==> config.mk <==
export PLATFORM = sky130hd
export DESIGN_NAME = acs_host_end_flat
export DESIGN_NICKNAME = d
export VERILOG_FILES = /design/src/acs_pkg.sv /design/src/acs_bus_if.sv /design/src/acs_host_end.sv /design/src/flat_wrapper.sv
export VERILOG_INCLUDE_DIRS = /design/src
export SDC_FILE = /design/constraint.sdc
export NUM_CORES = 1
export LEC_CHECK = 0
export BUFFER_PORTS_ARGS = -buffer_cell sky130_fd_sc_hd__buf_2
export CORE_AREA = 4 4 99 101
export CTS_CLUSTER_DIAMETER = 60
export DETAILED_ROUTE_END_ITERATION = 7
export DIE_AREA = 0 0 103 105
export PLACE_DENSITY = 0.61
export SLEW_MARGIN = 40
export SYNTH_ARGS = -nofsm -noshare
export SYNTH_HDL_FRONTEND = slang
export SYNTH_SLANG_ARGS = --single-unit
==> constraint.sdc <==
create_clock -name pclk -period 3 [get_ports pclk]
set_input_delay 0.45 -clock pclk [delete_from_list [all_inputs] [get_ports pclk]]
set_output_delay 0.45 -clock pclk [all_outputs]
set_load 0.02 [all_outputs]
==> src/acs_regs.svh <==
// offsets, field positions, reset values and timing counts of the channel sequencer
`ifndef ACS_REGS_SVH
`define ACS_REGS_SVH

// host end apb register offsets (byte addresses)
`define ACS_OFF_CMD 12'h000
`define ACS_OFF_ADDR 12'h004
`define ACS_OFF_STAT 12'h008

// command register fields
`define ACS_CMD_KIND_LSB 0
`define ACS_CMD_FUNC_LSB 2
`define ACS_CMD_DATA_LSB 8

// status register bits
`define ACS_STAT_BUSY 0
`define ACS_STAT_SENSE 1
`define ACS_STAT_SETTLED 2

// control function codes carried with the device address
`define ACS_FN_BIC 2'h0
`define ACS_FN_RANDOM 2'h1
`define ACS_FN_SEQ 2'h2
`define ACS_SENSE_EOS 2'h0

// device address: octal 40 through 77 all have bit 5 set
`define ACS_ADDR_RST 6'h20
`define ACS_ADDR_BASE_BIT 5
`define ACS_FIRST_CH 8'h01

// settling time before a conversion may start
`define ACS_CLK_NS 10
`define ACS_SETTLE_NS 10000
`define ACS_SETTLE_CYC ((`ACS_SETTLE_NS + `ACS_CLK_NS - 1) / `ACS_CLK_NS)

`endif

==> src/acs_pkg.sv <==
// types shared by both ends of the channel sequencer
package acs_pkg;

	// order kinds that the host end can place on the i/o bus
	typedef enum logic [1:0] {
		acs_k_exc = 2'h0,
		acs_k_sen = 2'h1,
		acs_k_dto = 2'h2,
		acs_k_bic = 2'h3
	} acs_kind_t;

	// host end sequencer, gray coded
	typedef enum logic [1:0] {
		acs_h_idle = 2'b00,
		acs_h_drive = 2'b01,
		acs_h_sample = 2'b11,
		acs_h_wait = 2'b10
	} acs_hstate_t;

	// data-out sources: accumulator a, accumulator b, memory
	typedef enum logic [1:0] {
		acs_src_acc_a = 2'h0,
		acs_src_acc_b = 2'h1,
		acs_src_mem = 2'h2
	} acs_src_t;

endpackage : acs_pkg

==> src/acs_bus_if.sv <==
// programmed i/o bus between the host end and the sequencer end
`timescale 1ns/1ps
`default_nettype none
interface acs_bus_if;
	import acs_pkg::*;
	logic [5:0] io_addr;
	logic [1:0] io_func;
	logic exc_stb;
	logic sen_stb;
	logic dto_stb;
	logic bic_stb;
	acs_src_t dto_src;
	logic [7:0] io_data;
	logic sense_ret;

	modport host (
		output io_addr, io_func, exc_stb, sen_stb, dto_stb, bic_stb, dto_src, io_data,
		input sense_ret
	);
	modport device (
		input io_addr, io_func, exc_stb, sen_stb, dto_stb, bic_stb, dto_src, io_data,
		output sense_ret
	);
endinterface : acs_bus_if
`default_nettype wire

==> src/acs_host_end.sv <==
// host end: apb registers that turn software orders into i/o bus cycles
`include "acs_regs.svh"
`timescale 1ns/1ps
`default_nettype none
module acs_host_end (
	// clock and reset
	input wire logic pclk,
	input wire logic presetn,
	// apb slave
	input wire logic psel,
	input wire logic penable,
	input wire logic pwrite,
	input wire logic [11:0] paddr,
	input wire logic [31:0] pwdata,
	output logic [31:0] prdata,
	output logic pready,
	output logic pslverr,
	// programmed i/o bus
	acs_bus_if.host bus
);
	import acs_pkg::*;

	////////////////////////////////////////////////////////////////////////
	// apb access decode

	logic access;
	logic wr_cmd;
	logic mapped;
	acs_hstate_t st;
	acs_hstate_t next_st;

	// pready is a flop raised in the access phase: one wait-free access
	assign access = psel && penable && pready;
	assign mapped = (paddr == `ACS_OFF_CMD) || (paddr == `ACS_OFF_ADDR) ||
		(paddr == `ACS_OFF_STAT);
	// a command while one is still on the bus is refused
	assign wr_cmd = access && pwrite && (paddr == `ACS_OFF_CMD) && (st == acs_h_idle);

	////////////////////////////////////////////////////////////////////////
	// registers and bus sequencer

	logic [5:0] dev_addr;
	acs_kind_t kind;
	logic [1:0] func;
	logic [7:0] data;
	logic sense_res;
	logic [9:0] settle;
	logic [5:0] next_dev_addr;
	acs_kind_t next_kind;
	logic [1:0] next_func;
	logic [7:0] next_data;
	logic next_sense_res;
	logic [9:0] next_settle;
	logic [31:0] next_prdata;
	logic next_pready;
	logic next_pslverr;
	logic next_exc;
	logic next_sen;
	logic next_dto;
	logic next_bic;

	// next values of the register file, the sequencer and the bus strobes
	always_comb begin
		next_dev_addr = dev_addr;
		next_kind = kind;
		next_func = func;
		next_data = data;
		next_sense_res = sense_res;
		next_settle = (settle != 10'h000) ? settle - 10'h001 : settle;
		next_st = st;
		next_exc = 1'b0;
		next_sen = 1'b0;
		next_dto = 1'b0;
		next_bic = 1'b0;
		next_pready = psel && !penable;
		next_pslverr = psel && !penable && (!mapped ||
			(pwrite && (paddr == `ACS_OFF_CMD) && (st != acs_h_idle)));
		next_prdata = 32'h0000_0000;
		if (psel && !penable && !pwrite) begin
			case (paddr)
				`ACS_OFF_ADDR: next_prdata = {26'h0, dev_addr};
				`ACS_OFF_STAT: next_prdata = {29'h0, (settle == 10'h000), sense_res,
					(st != acs_h_idle)};
				default: next_prdata = 32'h0000_0000;
			endcase
		end
		if (access && pwrite && (paddr == `ACS_OFF_ADDR)) begin
			next_dev_addr = pwdata[5:0];
		end
		case (st)
			acs_h_idle: begin
				if (wr_cmd) begin
					next_kind = acs_kind_t'(pwdata[`ACS_CMD_KIND_LSB +: 2]);
					next_func = pwdata[`ACS_CMD_FUNC_LSB +: 2];
					next_data = pwdata[`ACS_CMD_DATA_LSB +: 8];
					next_st = acs_h_drive;
				end
			end
			acs_h_drive: begin
				// one strobe cycle; data transfers restart the settling wait
				next_exc = (kind == acs_k_exc);
				next_sen = (kind == acs_k_sen);
				next_dto = (kind == acs_k_dto);
				next_bic = (kind == acs_k_bic);
				if ((kind == acs_k_dto) || (kind == acs_k_bic)) begin
					next_settle = 10'(`ACS_SETTLE_CYC);
				end
				next_st = acs_h_sample;
			end
			acs_h_sample: begin
				// the device flop is loaded at the end of this cycle, so wait one more
				next_st = acs_h_wait;
			end
			acs_h_wait: begin
				// the device answers the sense one cycle after the strobe
				if (kind == acs_k_sen) begin
					next_sense_res = bus.sense_ret;
				end
				next_st = acs_h_idle;
			end
			default: next_st = acs_h_idle;
		endcase
	end

	// register stage
	always_ff @(posedge pclk or negedge presetn) begin
		if (!presetn) begin
			dev_addr <= `ACS_ADDR_RST;
			kind <= acs_k_exc;
			func <= 2'h0;
			data <= 8'h00;
			sense_res <= 1'b0;
			settle <= 10'h000;
			st <= acs_h_idle;
			prdata <= 32'h0000_0000;
			pready <= 1'b0;
			pslverr <= 1'b0;
			bus.exc_stb <= 1'b0;
			bus.sen_stb <= 1'b0;
			bus.dto_stb <= 1'b0;
			bus.bic_stb <= 1'b0;
			bus.io_addr <= 6'h00;
			bus.io_func <= 2'h0;
			bus.io_data <= 8'h00;
			bus.dto_src <= acs_src_acc_a;
		end else begin
			dev_addr <= next_dev_addr;
			kind <= next_kind;
			func <= next_func;
			data <= next_data;
			sense_res <= next_sense_res;
			settle <= next_settle;
			st <= next_st;
			prdata <= next_prdata;
			pready <= next_pready;
			pslverr <= next_pslverr;
			bus.exc_stb <= next_exc;
			bus.sen_stb <= next_sen;
			bus.dto_stb <= next_dto;
			bus.bic_stb <= next_bic;
			bus.io_addr <= dev_addr;
			bus.io_func <= func;
			bus.io_data <= data;
			bus.dto_src <= (kind == acs_k_bic) ? acs_src_mem : acs_src_t'(func);
		end
	end

endmodule : acs_host_end
`default_nettype wire

==> src/flat_wrapper.sv <==
// flat-port wrapper written by rule: the top's interface ports become plain ports
module acs_host_end_flat import acs_pkg::*;
  (pclk, presetn, psel, penable, pwrite, paddr, pwdata, prdata, pready, pslverr, bus_io_addr, bus_io_func, bus_exc_stb, bus_sen_stb, bus_dto_stb, bus_bic_stb, bus_dto_src, bus_io_data, bus_sense_ret);
  acs_bus_if bus_i ();
  input wire logic pclk;
  input wire logic presetn;
  input wire logic psel;
  input wire logic penable;
  input wire logic pwrite;
  input wire logic [11:0] paddr;
  input wire logic [31:0] pwdata;
  output logic [31:0] prdata;
  output logic pready;
  output logic pslverr;
  output wire logic [$bits(bus_i.io_addr)-1:0] bus_io_addr;
  output wire logic [$bits(bus_i.io_func)-1:0] bus_io_func;
  output wire logic [$bits(bus_i.exc_stb)-1:0] bus_exc_stb;
  output wire logic [$bits(bus_i.sen_stb)-1:0] bus_sen_stb;
  output wire logic [$bits(bus_i.dto_stb)-1:0] bus_dto_stb;
  output wire logic [$bits(bus_i.bic_stb)-1:0] bus_bic_stb;
  output wire logic [$bits(bus_i.dto_src)-1:0] bus_dto_src;
  output wire logic [$bits(bus_i.io_data)-1:0] bus_io_data;
  input wire logic [$bits(bus_i.sense_ret)-1:0] bus_sense_ret;
  assign bus_io_addr = bus_i.io_addr;
  assign bus_io_func = bus_i.io_func;
  assign bus_exc_stb = bus_i.exc_stb;
  assign bus_sen_stb = bus_i.sen_stb;
  assign bus_dto_stb = bus_i.dto_stb;
  assign bus_bic_stb = bus_i.bic_stb;
  assign bus_dto_src = bus_i.dto_src;
  assign bus_io_data = bus_i.io_data;
  assign bus_i.sense_ret = bus_sense_ret;
  acs_host_end u_core (.pclk(pclk), .presetn(presetn), .psel(psel), .penable(penable), .pwrite(pwrite), .paddr(paddr), .pwdata(pwdata), .prdata(prdata), .pready(pready), .pslverr(pslverr), .bus(bus_i));
endmodule
Word-level counts from Yosys, hierarchy flattened
Cells that the tools add are included.

word-level totals
  bits in registers = 87
  latch bits = 0
  memory bits (writable) = 0
  memory bits (read-only) = 0
  input port bits = 50
  output and inout port bits = 56
  word-level logic and storage cells = 66
  memories = 0

operators by class
  add/sub/neg operators = 1
  multipliers = 0
  divide/modulo/power cells = 0
  order comparisons = 0
  equal/unequal tests = 9
  shift operators = 0
  muxes and demuxes = 12
  bitwise logic cells = 0
  reduce and logical (&&, ||, !) cells = 26

operators by type and width
  kind                                                                     count
  10-bit two-way mux                                                       3
  12-bit by 3-bit == test with 1-bit output, second input constant         1
  12-bit by 4-bit == test with 1-bit output, second input constant         1
  12-bit logical NOT                                                       1
  6-bit one-hot mux with 2 select lines                                    1
  1-bit logical AND                                                        11
  10-bit logical NOT                                                       1
  10-bit nonzero test                                                      1
  10-bit by 1-bit subtractor with 10-bit output, second input constant     1
  2-bit == test, second input constant                                     4
  2-bit one-hot mux with 4 select lines                                    1
  6-bit two-way mux                                                        1
  2-bit by 1-bit == test with 1-bit output, second input constant          2
  2-bit logical NOT                                                        2
  1-bit logical OR                                                         4
  1-bit two-way mux                                                        4
  2-bit two-way mux                                                        2
  2-bit AND reduction                                                      2
  1-bit logical NOT                                                        3
  2-bit by 1-bit inequality test with 1-bit output, second input constant  1
  2-bit nonzero test                                                       1

Depth between registers and ports, before layout
  depth in word-level cells = 7
  mapped depth = 6

Worst setup path before layout
OpenSTA, ideal clock, no wires.

  kind = flip-flop to flip-flop
  start = register u_core.settle[0]
  end = register u_core.settle[5]
  setup time = 132 ps
  data arrival time = 1667 ps
  slack = 1200 ps
  stages on the path, launching flop included = 7
  buffers on the path = 0
  period minus slack after synthesis = 1800 ps
  path through = dfrtp_1 > inv_1 > ha_1 > or3b_2 > o41ai_4 > or3_1 > nand3_1

on the way
  word-level cells in the longest chain between the ends = 4

RTL lines
  item                                                                                         RTL line             text
  from (decl)                                                                                  acs_host_end.sv:47   logic [9:0] settle;
  from (signal assigned)                                                                       acs_host_end.sv:152  settle <= next_settle;
  10-bit by 1-bit subtractor with 10-bit output / 10-bit nonzero test (equally long branches)  acs_host_end.sv:69   next_settle = (settle != 10'h000) ? settle - 10'h001 : settle;
  10-bit two-way mux *                                                                         acs_host_end.sv:69
  10-bit two-way mux                                                                           acs_host_end.sv:105  if ((kind == acs_k_dto) || (kind == acs_k_bic)) begin
  10-bit two-way mux *                                                                         acs_host_end.sv:90   case (st)
  via u_core.next_settle[5]                                                                    acs_host_end.sv:53   logic [9:0] next_settle;

The timed path passes the listed nets; every way through them passes the cells marked *.
A chain may end at the register's enable or synchronous reset.

Worst setup path in the final report
Same ends and word-level chain as after synthesis.

==> metrics.yaml <==
gr-total-overflow: 0
yosysUniqueCellTypes: 44
fillCellCount: 902
cts_max_level: 3
cap_violations: 0
setup.worst_path.end: "u_core.settle[5]$_DFF_PN0_"
leakagePower_nw: 1.640
via_per_inst: 4.325
peakVddDrop_v: 0.0001981
crit_path_start: "u_core.settle[0]$_DFF_PN0_"
ant_nets: 0
synth_edf_count: 0
slew_viol_final: 0
cts_inserted_buffers: 9
dr.pass1.iters: 4
synthToLayoutAreaGrowth_pct: 20.93
max_freq_ghz: 0.5160
drt_iter0_drc: 58
powerDensity_nw_per_um2: 648.3
start_util_pct: 28.96
die_area_sq_um: 10820
rsz0062_at_grt: "false"
dp_hpwl_microns: 3837
rows: 35
synth_seq_area_share_pct: 58.48
fin_crit_sh_pct: 64.60
cp.required_ns: 3.20
nets: 313
critPathKind: "reg -> reg"
grt_antenna_before_repair: 0
pin_count: 106
die_h_microns: 105
cts_resized: 0
synth_top_area_share_pct: 57.47
synthMostInstantiatedCell: "dfrtp_1"
grt_usage_pct: 10.14
die_w_microns: 103
cp-end-kind: "flip-flop"
finalPower_mw: 2.048
rr_startpoint: "u_core.settle[0]$_DFF_PN0_"
clk_latency_ns: 0.34
clockBufferDepth: 2
startpoint_type: "flip-flop"
finalSetupTns_ns: 0
seqCellArea_sq_um: 1528
worst_r2r_path_depth: 6
root_buffer: "clkbuf_8"
met1_usage_pct: 12.85
cp.arrival_ns: 2.14
vias: 1635
drive_gt1_share_pct: 40.82
synth-async-reset-ratio_pct: 100.0
period_minus_slack_ns: 1.938
ys_top_cells_by_count: "dfrtp_1 (60), buf_4 (26), mux2_4 (10)"
finalHoldViolations: 0
drc: 0
drt-total-wl_microns: 5098
postSynthAreaPerCell_sq_um: 13.61
met3_usage_pct: 3.471
top_usage_layer: "met2"
cts_setup_buffers: 0
ctsHoldBuffers: 0
cts_tree: "done"
core-area_sq_um: 9021
grt_pass1_wl_microns: 8224
synthTopCellsByArea: "dfrtp_1 (57%), buf_4 (7.5%), mux2_4 (5.7%)"
timing.rr.end: "u_core.settle[5]$_DFF_PN0_"
path_max_fanout: 4
io_buffers: 61
relSlewSlack_pct: 65.05
max_slew.worst_pin.slew_ns: 0.5242
grt_use_met2_pct: 15.08
gp_congestion: 0.7547
fin_skew_ns: 0.008410
grt_pass1_vias: 1671
clk_pin_slew_ns: 0.07
setup_viol: 0
ys.flop_type: "dfrtp_1"
status: "finished clean"
antenna_cells: 0
routedWlPerCell_microns: 13.49
yosysTopAreaCell: "dfrtp_1"
netlist_area_sq_um: 2613
yosys_warnings: 0
synth_cells: 192
rrSetupSlack_ns: 1.06
hold_path.class: "in -> async"
multi_input_area_sq_um: 958.4
ys_seq_elements: 61
grt_max_degree: 38
clock_sinks: 61
[report_power, final]
part | internal (mW) | leakage [nW] | switching [mW]
Sequential | 0.888 | 0.831 | 0.117
Clock | 0.426 | 0.102 | 0.306
Combinational | 0.140 | 0.707 | 0.170
[placed cells by master, fill, tap and decap left out, types with 2 or more instances in the layout]
cell type,count
o21ai_0,4
xnor2_1,3
clkbuf_8,11
mux2_2,9
nand3_1,5
buf_4,2
nor3_1,3
and2_1,4
inv_1,3
nor3b_1,2
mux2_4,10
nor2b_1,4
a21oi_1,5
nor4_4,5
nor2_1,8
nand2_1,5
buf_2,61
o31ai_1,2
nand3b_1,3
dfrtp_1,60
nand4_1,4
conb_1,26
clkinv_2,2
[sequential cells by signal (all words and copies together), names as in the netlist]
register	cells
u_core.bus.sen_stb	1
u_core.prdata	6
u_core.bus.io_func	2
u_core.bus.bic_stb	1
u_core.bus.io_data	8
u_core.pslverr	1
u_core.bus.io_addr	6
u_core.sense_res	1
u_core.bus.dto_src	2
u_core.pready	1
u_core.settle	10
u_core.bus.dto_stb	1
u_core.dev_addr	6
u_core.kind	2
u_core.data	8
u_core.func	2
u_core.bus.exc_stb	1
u_core.st	2
[critical path, stage by stage, from the launching register on]
cell and delay [ns]:
dfrtp_1 0.44, inv_1 0.08, ha_1 0.19, or3b_2 0.53
o41ai_4 0.34, or3_1 0.15, nand3_1 0.07
[area by class of cell]
type / count / area share, %
flip-flops and latches: 61 / 48.36
multi-input cells: 124 / 30.34
repair buffers: 63 / 10.14
clock buffers: 12 / 4.911
well taps: 111 / 4.396
clock inverters: 4 / 1.505
inverters: 3 / 0.3564
[cells by family after synthesis]
| logic type | synth area share, % |
|---|---|
| xor+xnor | 1.006 |
| buf+inv | 8.621 |
| mux | 9.626 |
| fa+ha+maj | 0.4789 |
| other cells | 0.1435 |
| flops | 58.48 |
| simple gates | 15.37 |
| compound gates | 6.274 |
[metal layers]
metal | share of wire, % | wire [microns]
met5 | 0 | 0
met4 | 1.7 | 87
met3 | 8.4 | 428
met2 | 48 | 2426
met1 | 42 | 2155
[through the flow]
stage | hold slack [ns] | setup WS [ns] | utilization (%) | instance area (sq um) | std cells
3_5_place_dp | 0.3611 | 1.040 | 32.72 | 2952 | 362
2_1_floorplan | 0.1544 | 1.200 | - | 2706 | 217
6_report | 0.08178 | 1.062 | 35.02 | 3159 | 378
4_1_cts | 0.08012 | 1.052 | 34.97 | 3154 | 378
5_1_grt | 0.1103 | 0.8808 | 35.02 | 3159 | 378
3_3_place_gp | 0.3581 | 1.079 | 32.72 | 2952 | 362
[worst min-delay path by stage]
| stage | from | slack, ns | end |
|---|---|---|---|
| after floorplan | presetn | 0.15 | u_core.bus.bic_stb$_DFF_PN0_ |
| after global placement | u_core.data[0]$_DFFE_PN0P_ | 0.36 | u_core.bus.io_data[0]$_DFF_PN0_ |
| after detailed placement | u_core.data[0]$_DFFE_PN0P_ | 0.36 | u_core.bus.io_data[0]$_DFF_PN0_ |
| after CTS | presetn | 0.08 | u_core.data[3]$_DFFE_PN0P_ |
| after global routing | presetn | 0.11 | u_core.bus.io_data[3]$_DFF_PN0_ |
| final | presetn | 0.08 | u_core.data[3]$_DFFE_PN0P_ |
Power figures use the tool's default switching activity.
